==> src/verilog/seq_pkg.sv <==
// constants and types shared by the bus cycle sequencer
package seq_pkg;
  // instruction classes, each with its own bus cycle pattern
  typedef enum logic [3:0] {
    CLS_IMM8 = 4'h0,
    CLS_IMM16 = 4'h1,
    CLS_DIR8 = 4'h2,
    CLS_DIR16 = 4'h3,
    CLS_DIR_ACC_STORE = 4'h4,
    CLS_DIR_WORD_STORE = 4'h5,
    CLS_IDX_JUMP = 4'h6,
    CLS_IDX8 = 4'h7,
    CLS_IDX16 = 4'h8,
    CLS_WAIT = 4'h9,
    CLS_SOFT_INT = 4'ha,
    CLS_RETURN_INT = 4'hb,
    CLS_BRANCH = 4'hc,
    CLS_BRANCH_SUB = 4'hd
  } op_class_type;

  typedef enum logic {
    ST_IDLE = 1'b0,
    ST_RUN = 1'b1
  } seq_state_type;

  // cycles per class
  localparam logic [3:0] LEN_IMM8 = 4'h2;
  localparam logic [3:0] LEN_IMM16 = 4'h3;
  localparam logic [3:0] LEN_DIR8 = 4'h3;
  localparam logic [3:0] LEN_DIR16 = 4'h4;
  localparam logic [3:0] LEN_DIR_ACC_STORE = 4'h4;
  localparam logic [3:0] LEN_DIR_WORD_STORE = 4'h5;
  localparam logic [3:0] LEN_IDX_JUMP = 4'h4;
  localparam logic [3:0] LEN_IDX8 = 4'h5;
  localparam logic [3:0] LEN_IDX16 = 4'h6;
  localparam logic [3:0] LEN_WAIT = 4'h9;
  localparam logic [3:0] LEN_SOFT_INT = 4'hc;
  localparam logic [3:0] LEN_RETURN_INT = 4'ha;
  localparam logic [3:0] LEN_BRANCH = 4'h4;
  localparam logic [3:0] LEN_BRANCH_SUB = 4'h8;

  // interrupt vector bytes
  localparam logic [15:0] VEC_SOFT_INT_HI = 16'hfffa;
  localparam logic [15:0] VEC_SOFT_INT_LO = 16'hfffb;

  // first and last stacking cycles
  localparam logic [3:0] STACK_FIRST_CYCLE = 4'h3;
  localparam logic [3:0] STACK_LAST_CYCLE = 4'h9;

  // bus reset values and cycle counter reset and first values
  localparam logic [15:0] ADDR_RESET = 16'h0000;
  localparam logic [7:0] DATA_RESET = 8'h00;
  localparam logic [3:0] CYCLE_RESET = 4'h0;
  localparam logic [3:0] CYCLE_FIRST = 4'h1;
endpackage
==> src/verilog/bus_addr_calc.sv <==
// address arithmetic for the bus cycle sequencer
`timescale 1ns/1ns
module bus_addr_calc (
  input wire logic [15:0] pc,
  input wire logic [15:0] ix,
  input wire logic [7:0] offset,
  output logic [15:0] pc_plus1,
  output logic [15:0] pc_plus2,
  output logic [15:0] branch_target,
  output logic [15:0] idx_no_carry,
  output logic [15:0] idx_full
);
  always_comb
  begin
    pc_plus1 = pc + 16'h0001;
    pc_plus2 = pc + 16'h0002;
    branch_target = pc_plus2 + {{8{offset[7]}}, offset};
    // low byte sum only, the high byte is not yet corrected
    idx_no_carry = {ix[15:8], 8'(ix[7:0] + offset)};
    idx_full = ix + {8'h00, offset};
  end
endmodule

==> src/verilog/cpu_bus_cycle_sequencer.sv <==
// cycle-by-cycle bus sequencer of the 8-bit processor core
`timescale 1ns/1ns
module cpu_bus_cycle_sequencer (
  input wire logic clk_sys,
  input wire logic rst_n,
  input wire logic start,
  input wire seq_pkg::op_class_type op_class,
  input wire logic test_only,
  input wire logic acc_b_sel,
  input wire logic word_ix_sel,
  input wire logic [15:0] pc,
  input wire logic [15:0] sp,
  input wire logic [15:0] ix,
  input wire logic [7:0] acc_a,
  input wire logic [7:0] acc_b,
  input wire logic [7:0] ccr,
  input wire logic [7:0] data_in,
  output logic [15:0] addr_bus,
  output logic [7:0] data_out,
  output logic valid_memory_access,
  output logic read_not_write,
  output logic busy,
  output logic done,
  output logic rd_valid,
  output logic [7:0] rd_data,
  output logic [3:0] rd_cycle
);
  import seq_pkg::*;

  seq_state_type state_reg;
  op_class_type class_reg;
  logic [3:0] cycle_reg;
  logic [3:0] cycle_next;
  logic [7:0] offset_reg;
  logic [7:0] offset_now;
  logic test_reg;
  logic acc_b_reg;
  logic word_ix_reg;
  logic [15:0] pc_reg;
  logic [15:0] sp_reg;
  logic [15:0] ix_reg;
  logic [7:0] acc_a_reg;
  logic [7:0] acc_b_val_reg;
  logic [7:0] ccr_reg;
  logic last_cycle;
  logic accept;
  logic [15:0] pc_plus1;
  logic [15:0] pc_plus2;
  logic [15:0] branch_target;
  logic [15:0] idx_no_carry;
  logic [15:0] idx_full;
  logic [15:0] direct_addr;
  logic [15:0] ret_addr;
  logic [15:0] store_word;
  logic [15:0] nx_addr;
  logic [7:0] nx_data;
  logic nx_vma;
  logic nx_rnw;
  logic [3:0] stk_k;
  logic [15:0] stk_k16;
  op_class_type nx_class;

  function automatic logic [3:0] class_length(input op_class_type c);
    case (c)
      CLS_IMM8: class_length = LEN_IMM8;
      CLS_IMM16: class_length = LEN_IMM16;
      CLS_DIR8: class_length = LEN_DIR8;
      CLS_DIR16: class_length = LEN_DIR16;
      CLS_DIR_ACC_STORE: class_length = LEN_DIR_ACC_STORE;
      CLS_DIR_WORD_STORE: class_length = LEN_DIR_WORD_STORE;
      CLS_IDX_JUMP: class_length = LEN_IDX_JUMP;
      CLS_IDX8: class_length = LEN_IDX8;
      CLS_IDX16: class_length = LEN_IDX16;
      CLS_WAIT: class_length = LEN_WAIT;
      CLS_SOFT_INT: class_length = LEN_SOFT_INT;
      CLS_RETURN_INT: class_length = LEN_RETURN_INT;
      CLS_BRANCH: class_length = LEN_BRANCH;
      CLS_BRANCH_SUB: class_length = LEN_BRANCH_SUB;
      default: class_length = LEN_IMM8;
    endcase
  endfunction

  // stacked byte k of an interrupt frame, pushed in this order
  function automatic logic [7:0] stack_byte(
    input logic [3:0] k,
    input logic [15:0] ret,
    input logic [15:0] x,
    input logic [7:0] a,
    input logic [7:0] b,
    input logic [7:0] cc
  );
    case (k)
      4'h0: stack_byte = ret[7:0];
      4'h1: stack_byte = ret[15:8];
      4'h2: stack_byte = x[7:0];
      4'h3: stack_byte = x[15:8];
      4'h4: stack_byte = a;
      4'h5: stack_byte = b;
      default: stack_byte = cc;
    endcase
  endfunction

  assign busy = (state_reg == ST_RUN);
  assign last_cycle = busy && (cycle_reg == class_length(class_reg));
  assign done = last_cycle;
  assign accept = start && (!busy || last_cycle);
  assign cycle_next = accept ? CYCLE_FIRST : cycle_reg + 4'h1;
  assign nx_class = accept ? op_class : class_reg;
  // the byte fetched in cycle two is needed by the very next cycle
  assign offset_now = (busy && cycle_reg == 4'h2) ? data_in : offset_reg;
  assign direct_addr = {8'h00, offset_now};
  assign ret_addr = (class_reg == CLS_BRANCH_SUB) ? pc_plus2 : pc_plus1;
  assign store_word = word_ix_reg ? ix_reg : sp_reg;
  assign stk_k = cycle_next - STACK_FIRST_CYCLE;
  assign stk_k16 = {12'h000, stk_k};

  bus_addr_calc addr_calc (
    .pc(pc_reg),
    .ix(ix_reg),
    .offset(offset_now),
    .pc_plus1(pc_plus1),
    .pc_plus2(pc_plus2),
    .branch_target(branch_target),
    .idx_no_carry(idx_no_carry),
    .idx_full(idx_full)
  );

  // bus contents for the cycle that begins at the next edge
  always_comb
  begin
    nx_addr = addr_bus;
    nx_data = DATA_RESET;
    nx_vma = 1'b0;
    nx_rnw = 1'b1;
    if (accept)
    begin
      nx_addr = pc;
      nx_vma = 1'b1;
    end
    else if (!busy || last_cycle)
    begin
      nx_vma = 1'b0;
    end
    else if (cycle_next == 4'h2)
    begin
      nx_addr = pc_plus1;
      nx_vma = 1'b1;
    end
    else
    begin
      case (nx_class)
        CLS_IMM16:
        begin
          nx_addr = pc_plus2;
          nx_vma = 1'b1;
        end
        CLS_DIR8, CLS_DIR16:
        begin
          nx_addr = (cycle_next == 4'h3) ? direct_addr : direct_addr + 16'h0001;
          nx_vma = 1'b1;
        end
        CLS_DIR_ACC_STORE:
        begin
          nx_addr = direct_addr;
          nx_vma = (cycle_next == 4'h4) && !test_reg;
          nx_rnw = (cycle_next != 4'h4);
          nx_data = acc_b_reg ? acc_b_val_reg : acc_a_reg;
        end
        CLS_DIR_WORD_STORE:
        begin
          nx_addr = (cycle_next == 4'h5) ? direct_addr + 16'h0001 : direct_addr;
          nx_vma = (cycle_next != 4'h3) && !test_reg;
          nx_rnw = (cycle_next == 4'h3);
          nx_data = (cycle_next == 4'h4) ? store_word[15:8] : store_word[7:0];
        end
        CLS_IDX_JUMP, CLS_IDX8, CLS_IDX16:
        begin
          case (cycle_next)
            4'h3: nx_addr = ix_reg;
            4'h4: nx_addr = idx_no_carry;
            4'h5: nx_addr = idx_full;
            default: nx_addr = idx_full + 16'h0001;
          endcase
          nx_vma = (cycle_next >= 4'h5);
        end
        CLS_WAIT, CLS_SOFT_INT:
        begin
          if (cycle_next <= STACK_LAST_CYCLE)
          begin
            nx_addr = sp_reg - stk_k16;
            nx_vma = !test_reg;
            nx_rnw = 1'b0;
            nx_data = stack_byte(stk_k, ret_addr, ix_reg, acc_a_reg, acc_b_val_reg, ccr_reg);
          end
          else if (cycle_next == 4'ha)
          begin
            nx_addr = sp_reg - stk_k16;
          end
          else
          begin
            nx_addr = (cycle_next == 4'hb) ? VEC_SOFT_INT_HI : VEC_SOFT_INT_LO;
            nx_vma = 1'b1;
          end
        end
        CLS_RETURN_INT:
        begin
          nx_addr = sp_reg + stk_k16;
          nx_vma = (cycle_next != 4'h3);
        end
        CLS_BRANCH:
        begin
          nx_addr = (cycle_next == 4'h3) ? pc_plus2 : branch_target;
        end
        CLS_BRANCH_SUB:
        begin
          case (cycle_next)
            4'h4: nx_addr = sp_reg;
            4'h5: nx_addr = sp_reg - 16'h0001;
            4'h6: nx_addr = sp_reg - 16'h0002;
            4'h8: nx_addr = {pc_reg[15:8], branch_target[7:0]};
            default: nx_addr = pc_plus2;
          endcase
          nx_vma = (cycle_next == 4'h4 || cycle_next == 4'h5) && !test_reg;
          nx_rnw = !(cycle_next == 4'h4 || cycle_next == 4'h5);
          nx_data = (cycle_next == 4'h4) ? pc_plus2[7:0] : pc_plus2[15:8];
        end
        default:
        begin
          nx_vma = 1'b0;
        end
      endcase
    end
    // cycles with read_not_write high keep the data lines at zero
    if (nx_rnw)
    begin
      nx_data = DATA_RESET;
    end
  end

  always_ff @(posedge clk_sys)
  begin
    if (!rst_n)
    begin
      state_reg <= ST_IDLE;
      cycle_reg <= CYCLE_RESET;
      class_reg <= CLS_IMM8;
    end
    else if (accept)
    begin
      state_reg <= ST_RUN;
      cycle_reg <= CYCLE_FIRST;
      class_reg <= op_class;
    end
    else if (last_cycle)
    begin
      state_reg <= ST_IDLE;
      cycle_reg <= CYCLE_RESET;
    end
    else if (busy)
    begin
      cycle_reg <= cycle_next;
    end
  end

  // operands are latched at acceptance so the sequence is stable; offset_reg is taken from data_in in cycle two
  always_ff @(posedge clk_sys)
  begin
    if (!rst_n)
    begin
      pc_reg <= ADDR_RESET;
      sp_reg <= ADDR_RESET;
      ix_reg <= ADDR_RESET;
      acc_a_reg <= DATA_RESET;
      acc_b_val_reg <= DATA_RESET;
      ccr_reg <= DATA_RESET;
      test_reg <= 1'b0;
      acc_b_reg <= 1'b0;
      word_ix_reg <= 1'b0;
      offset_reg <= DATA_RESET;
    end
    else if (accept)
    begin
      pc_reg <= pc;
      sp_reg <= sp;
      ix_reg <= ix;
      acc_a_reg <= acc_a;
      acc_b_val_reg <= acc_b;
      ccr_reg <= ccr;
      test_reg <= test_only;
      acc_b_reg <= acc_b_sel;
      word_ix_reg <= word_ix_sel;
    end
    else if (busy && cycle_reg == 4'h2)
    begin
      offset_reg <= data_in;
    end
  end

  always_ff @(posedge clk_sys)
  begin
    if (!rst_n)
    begin
      addr_bus <= ADDR_RESET;
      data_out <= DATA_RESET;
      valid_memory_access <= 1'b0;
      read_not_write <= 1'b1;
    end
    else
    begin
      addr_bus <= nx_addr;
      data_out <= nx_data;
      valid_memory_access <= nx_vma;
      read_not_write <= nx_rnw;
    end
  end

  // read data hand-up; the second return-interrupt byte is dropped
  always_ff @(posedge clk_sys)
  begin
    if (!rst_n)
    begin
      rd_valid <= 1'b0;
      rd_data <= DATA_RESET;
      rd_cycle <= CYCLE_RESET;
    end
    else
    begin
      rd_valid <= busy && valid_memory_access && read_not_write &&
        !(class_reg == CLS_RETURN_INT && cycle_reg == 4'h2);
      if (busy && valid_memory_access && read_not_write)
      begin
        rd_data <= data_in;
        rd_cycle <= cycle_reg;
      end
    end
  end
endmodule

==> config.mk <==
export PLATFORM = sky130hd
export DESIGN_NAME = cpu_bus_cycle_sequencer
export DESIGN_NICKNAME = d
export VERILOG_FILES = /design/src/verilog/seq_pkg.sv /design/src/verilog/bus_addr_calc.sv /design/src/verilog/cpu_bus_cycle_sequencer.sv
export SDC_FILE = /design/constraint.sdc
export NUM_CORES = 1
export LEC_CHECK = 0
export BUFFER_PORTS_ARGS = -buffer_cell sky130_fd_sc_hd__buf_2
export CAP_MARGIN = 20
export CELL_PAD_IN_SITES_DETAIL_PLACEMENT = 1
export CELL_PAD_IN_SITES_GLOBAL_PLACEMENT = 2
export CORE_ASPECT_RATIO = 0.8
export CORE_UTILIZATION = 37
export DETAILED_ROUTE_END_ITERATION = 10
export PLACE_DENSITY = 0.95
export SLEW_MARGIN = 20
export SYNTH_ARGS = -nofsm -noshare
export SYNTH_HDL_FRONTEND = slang
export SYNTH_SLANG_ARGS = --single-unit
==> constraint.sdc <==
create_clock -name clk_sys -period 14 [get_ports clk_sys]
set_clock_uncertainty 0.05 [all_clocks]
set_input_delay 0.7 -clock clk_sys [delete_from_list [all_inputs] [get_ports clk_sys]]
set_output_delay 0.7 -clock clk_sys [all_outputs]
set_load 0.01 [all_outputs]
=== After elaboration in Yosys (flattened, before gate mapping) ===
Memory sizes are Yosys's and may differ from the RTL's. A register that Yosys moved wholly into a read port is not among the register bits.
Cells that the tools add are included.

* Add/subtract/negate cells: 13
* Multiply operators: 0
* Divide/modulo/power cells: 0
* Order comparisons: 2
* Equal/unequal tests: 33
* Shift-type cells: 0
* Multiplexer cells: 40
* Bitwise logic cells: 1
* Reductions and logical operators: 27

{| class="wikitable"
|+ Operators with widths
! kind !! number
|-
| two-way mux 16 bit || 9
|-
| one-hot mux 16 bit (9 select lines) || 1
|-
| one-hot mux 16 bit (4 select lines) || 1
|-
| one-hot mux 16 bit (3 select lines) || 1
|-
| one-hot mux 8 bit (6 select lines) || 1
|-
| equality test 4 bit (second input constant) || 11
|-
| two-way mux 8 bit || 5
|-
| equality test 4 x 3 -> 1 bit (second input constant) || 9
|-
| adder 16 x 1 -> 16 bit (second input constant) || 2
|-
| one-hot mux 8 bit (4 select lines) || 1
|-
| equality test 4 x 2 -> 1 bit (second input constant) || 7
|-
| adder 16 bit || 1
|-
| adder 16 x 2 -> 16 bit (second input constant) || 1
|-
| adder 16 x 4 -> 16 bit || 1
|-
| adder 16 x 8 -> 16 bit || 1
|-
| subtractor 16 x 1 -> 16 bit (second input constant) || 1
|-
| subtractor 16 x 2 -> 16 bit (second input constant) || 1
|-
| subtractor 16 x 4 -> 16 bit || 1
|-
| two-way mux 1 bit || 15
|-
| two-way mux 4 bit || 3
|-
| nonzero test 11 bit || 1
|-
| logical AND 1 bit || 10
|-
| adder 8 x 1 -> 9 bit (second input constant) || 1
|-
| two-way mux 9 bit || 1
|-
| other kinds (22) || 30
|}

* Register bits: 131
* Latch bits: 0
* Bits in writable memories: 0
* Bits in read-only memories: 64
* Input port bits: 90
* Output and inout port bits: 41
* Word-level logic and storage cells: 138
* Memories: 1

{| class="wikitable"
|+ Memory list
! memory !! depth !! width !! rd ports !! clocked after memory_dff !! wr ports !! line !! text
|-
| (no name shown) || 16 || 4 || 1 || 1 || 0 || cpu_bus_cycle_sequencer.sv:64 || <nowiki>case (c)</nowiki>
|}

=== Depth between registers and ports, before layout ===
* Depth after elaboration: 13
* Depth in mapped cells: 25
* Depth with buffers taken out: 18

=== Modules after synthesis ===
From an unflattened synthesis, not the netlist that was laid out.

* Cell total of the unflattened synthesis: 1731
* Area total of the unflattened synthesis: 12700.9 sq um

{| class="wikitable"
|+ Modules (own cells, without submodules)
! module !! instances !! cells each !! area each (sq um) !! sequential area each (sq um)
|-
| cpu_bus_cycle_sequencer || 1 || 1469 || 10711.5 || 2702.6
|-
| bus_addr_calc || 1 || 262 || 1989.4 || 0.0
|}

=== Worst setup path before layout ===
No wires, ideal clock.

* Path type: input -> register
* Start point: in start
* End point: reg addr_bus[13]
* Library setup time: 0.135 ns
* Arrival: 5.434 ns
* Required time: 13.815 ns
* Setup slack: 8.380 ns
* Stages: 23
* Path buffers: 7
* Cell sequence: buf_2 -> inv_1 -> clkbuf_1 -> nor2_1 -> buf_2 -> clkbuf_1 -> buf_1 -> clkbuf_1 -> nor2_1 -> inv_1 -> ha_1 -> clkbuf_1 -> xnor2_1 -> ha_1 -> inv_1 -> a21oi_1 -> o21ai_0 -> or4_1 -> nor3_1 -> xnor2_1 -> nor2_1 -> a2111oi_0 -> a31oi_1

* Cells in the longest elaborated chain, start to end: 10
* Elaborated cells on any way between the ends: 42
* Classes of those cells: add/sub (3); order compare (1); eq/ne (21); mux (11); reduce/logical (6)

{| class="wikitable"
|+ RTL lines
! item !! line !! text
|-
| start: declaration || cpu_bus_cycle_sequencer.sv:6 || <nowiki>input wire logic start,</nowiki>
|-
| logical AND 1 bit (*) || cpu_bus_cycle_sequencer.sv:106 || <nowiki>assign accept = start && (!busy || last_cycle);</nowiki>
|-
| two-way mux 4 bit || cpu_bus_cycle_sequencer.sv:107 || <nowiki>assign cycle_next = accept ? CYCLE_FIRST : cycle_reg + 4'h1;</nowiki>
|-
| subtractor 4 x 2 -> 4 bit || cpu_bus_cycle_sequencer.sv:114 || <nowiki>assign stk_k = cycle_next - STACK_FIRST_CYCLE;</nowiki>
|-
| subtractor 16 x 4 -> 16 bit || cpu_bus_cycle_sequencer.sv:190, cpu_bus_cycle_sequencer.sv:197 ||
|-
| two-way mux 16 bit || cpu_bus_cycle_sequencer.sv:195 || <nowiki>else if (cycle_next == 4'ha)</nowiki>
|-
| two-way mux 16 bit || cpu_bus_cycle_sequencer.sv:188 || <nowiki>if (cycle_next <= STACK_LAST_CYCLE)</nowiki>
|-
| one-hot mux 16 bit (9 select lines) || cpu_bus_cycle_sequencer.sv:151 || <nowiki>case (nx_class)</nowiki>
|-
| two-way mux 16 bit || cpu_bus_cycle_sequencer.sv:144 || <nowiki>else if (cycle_next == 4'h2)</nowiki>
|-
| two-way mux 16 bit || cpu_bus_cycle_sequencer.sv:140 || <nowiki>else if (!busy || last_cycle)</nowiki>
|-
| two-way mux 16 bit || cpu_bus_cycle_sequencer.sv:135 || <nowiki>if (accept)</nowiki>
|-
| end signal: assignment || cpu_bus_cycle_sequencer.sv:310 || <nowiki>addr_bus <= nx_addr;</nowiki>
|-
| end: declaration || cpu_bus_cycle_sequencer.sv:18 || <nowiki>output logic [15:0] addr_bus,</nowiki>
|}

Every way passes the cells marked *; elsewhere a longest branch is shown, timed or not. The select of a mux whose other input is x is not followed.
A chain may end at the register's enable or synchronous reset.

=== Worst setup path after layout ===
* Start point: reg cycle_reg[3]
* End point: reg addr_bus[7]

* Cells in the longest elaborated chain, start to end: 13
* Elaborated cells on any way between the ends: 56
* Classes of those cells: add/sub (9); order compare (1); eq/ne (23); mux (14); reduce/logical (9)

{| class="wikitable"
|+ RTL lines
! item !! line !! text
|-
| start: declaration || cpu_bus_cycle_sequencer.sv:32 || <nowiki>logic [3:0] cycle_reg;</nowiki>
|-
| start signal: assignment || cpu_bus_cycle_sequencer.sv:261 || <nowiki>cycle_reg <= cycle_next;</nowiki>
|-
| branches (longest 13 deep; another with adder 16 x 8 -> 16 bit) || - ||
|}

Several ways; the timed one is not identified. The select of a mux whose other input is x is not followed.

==> flow_summary.json <==
{
  "status": "completed",
  "synthFlopType": "dfxtp_1",
  "wl_per_cell_um": 28.76,
  "synth.distinct_cells": 103,
  "dp_slack_ns": 7.488,
  "ir_drop_v": 0.00008117,
  "grt_pass1_wl_um": 92720,
  "initialDrtViolationCount": 1778,
  "seq_area_um2": 2703,
  "synth.top_cells.by_area": "dfxtp_1, nand2_1, a21oi_1",
  "avgViaCountPerCell": 6.488,
  "synthesis.nets": 1860,
  "ys_warn_count": 0,
  "ant_nets": 0,
  "vias": 14420,
  "slew_headroom": 0.1932,
  "gp_congestion": 1.106,
  "post-route-period-util": 0.4733,
  "final-max-slew-violation-count": 0,
  "max_cap_violations": 0,
  "clock_path_buffers": 2,
  "ctsResizeCount": 0,
  "rsz0062_at_grt": "no",
  "critPathMaxFanout": 24,
  "ioPinCount": 131,
  "synth_top_area_frac": 0.2209,
  "crit_type": "register to register",
  "finalWorstSetupSlack_ns": 7.374,
  "period_minus_slack_ns": 6.626,
  "powerDensity_nw_per_um2": 104.8,
  "die_y_um": 164.7,
  "grt.total_usage": 0.3766,
  "syn_inst": 1717,
  "cts_setup_buffers": 0,
  "setup_viol": 0,
  "detail_route.first_pass.iterations": 5,
  "netlist_area_um2": 12240,
  "synth-seq-cells": 135,
  "portBuffers": 130,
  "rows": 59,
  "max_freq_mhz": 150.9,
  "tightestPinTransition_ns": 1.208,
  "grt-ovfl-total": 0,
  "rrSetupSlack_ns": 7.37,
  "cts-root-buf": "clkbuf_16",
  "grt_max_degree": 72,
  "initial_utilization": 0.3758,
  "yosysSeqAreaShare": 0.2209,
  "synth_edf_count": 0,
  "cp-start-kind": "register",
  "drc_errors": 0,
  "totalWireLength_um": 63940,
  "final_net_count": 1924,
  "clkLatencyLatePin_ns": 0.45,
  "multiInputGateArea_um2": 8852,
  "cts_buffers": 17,
  "total_power_uw": 1447,
  "htree_levels": 4,
  "cts_tree": "built",
  "crit_path_end_kind": "register",
  "clkTransAtPathRegs_ns": 0.08,
  "cts.sinks": 135,
  "dieArea_um2": 33800,
  "core-area_um2": 32560,
  "synth_top_area_cell": "dfxtp_1",
  "fp.dieW_um": 205.3,
  "grt_pass1_vias": 13770,
  "hp-class": "register to register",
  "async_flop_share": 0,
  "fillerInstances": 4196,
  "crit_arrival_ns": 6.86,
  "tns_ns": 0,
  "p_leak_uw": 0.005334,
  "syn_to_final_growth_pct": 12.87,
  "dp.final_hpwl_um": 49880,
  "drive_gt1_frac": 0.1449,
  "finalHoldViolCount": 0,
  "avgSynthCellArea_um2": 7.126,
  "hold_buffers": 0,
  "antenna_found_initial": 4,
  "cp.required_ns": 14.23
}
-- layout make-up --
cell class              instances  area share
diodes                          2   0.0003624
clock buffers                  19     0.03280
clock inverters                13    0.009784
inverters                      59     0.01613
multi-input cells            1404      0.6410
flip-flops and latches        135      0.1957
well taps                     427     0.03868
repair buffers                164     0.06559
-- report_power, final --
part           leakage (µW)  total, µW  internal (µW)  switching, µW
clock              0.000289        478            260            218
combinational       0.00394        506            161            345
sequential          0.00111        464            412           52.5
-- cell usage in the layout (no fill, tap or decap), types with 9 or more instances in the layout --
master	count
xor2_1	37
nand4_1	17
clkbuf_16	17
inv_1	56
a31oi_1	17
a21oi_1	196
a22oi_1	16
and2_1	12
nor2b_1	9
nand2b_1	17
o31ai_1	12
nor2_1	130
nor3_1	33
and3_1	15
nor4_1	12
or3_1	11
mux2i_1	32
nand3_1	44
o21ai_0	77
ha_1	49
dfxtp_1	135
xnor2_1	55
buf_4	34
a21o_1	9
a211oi_1	24
o32ai_1	11
buf_2	130
o22ai_1	14
o211ai_1	20
a221oi_1	24
nand2_1	312
-- path summary, 6_finish.rpt --
kind / from / endpoint / cells past startpoint
worst min-delay path: rd_data[3] / rd_data[3] / 2
worst max-delay path: cycle_reg[3] / addr_bus[7] / 18
worst min register to register: rd_data[3] / rd_data[3] / 2
worst max register to register: cycle_reg[3] / addr_bus[7] / 18
-- cell usage after synthesis (6+ instances only) --
master,number
a31o_2,8
a21o_1,9
mux4_2,6
a311oi_1,6
nor2_1,131
o21ai_0,77
o31ai_1,12
or3_1,11
nand3_1,44
xnor2_1,55
ha_1,49
nand2b_1,17
a21oi_1,196
o2111ai_1,8
and2_1,12
dfxtp_1,135
mux2i_1,32
xor2_1,37
buf_1,12
o211ai_1,20
and3_1,15
a211o_1,7
o221ai_1,7
nor2b_1,9
o22ai_1,14
nor4_1,12
o32ai_1,11
a22oi_1,16
a31oi_1,17
a21boi_0,7
and4_1,7
clkbuf_1,81
nand4_1,17
nor3_1,33
inv_1,56
buf_2,19
a211oi_1,27
a2111oi_0,6
nand2_1,313
a221oi_1,24
-- worst max-delay path, stage by stage (launching register included) --
cell and delay [ns]:
dfxtp_1 0.63, xor2_1 0.23, o41a_1 0.44, buf_4 0.23, nor2_4 0.59, nor2_1 0.25, inv_1 0.16, ha_1 0.52
xnor2_1 0.22, ha_1 0.40, inv_1 0.11, a21oi_1 0.09, o21ai_0 0.76, or4_1 0.28, nand3_1 0.11, a221oi_2 0.29
o221ai_1 0.14, a2111oi_0 0.80, o22ai_1 0.14
-- cell families (layout without fill, tap and decap cells) --
logic type | after synthesis | count (layout) | share of synthesized area
compound gates | 558 | 558 | 0.3096
xor+xnor | 93 | 93 | 0.06718
fa+ha+maj | 53 | 53 | 0.05665
buf+inv | 178 | 255 | 0.05972
flops | 135 | 135 | 0.2209
mux | 42 | 42 | 0.04131
other cells | 0 | 2 | 0
simple gates | 658 | 658 | 0.2446
-- routing by layer --
metal	up-vias	global-route usage	wire length (µm)
met4	2	0.1653	2838
met5	-	0	13
met1	7052	0.5100	27320
met2	811	0.5608	26740
li1	6392	-	-
met3	166	0.09570	7021
-- per-stage QoR --
stage	utilization	hold WS [ns]	instances	area [µm²]
after global routing	0.4241	0.4232	2221	13810
after floorplan	-	0.3855	1717	12240
after CTS	0.4238	0.4090	2221	13800
after detailed placement	0.4057	0.3981	2189	13210
final	0.4242	0.4084	2223	13810
after global placement	0.4055	0.3919	2188	13200
Power figures use the tool's default switching activity.
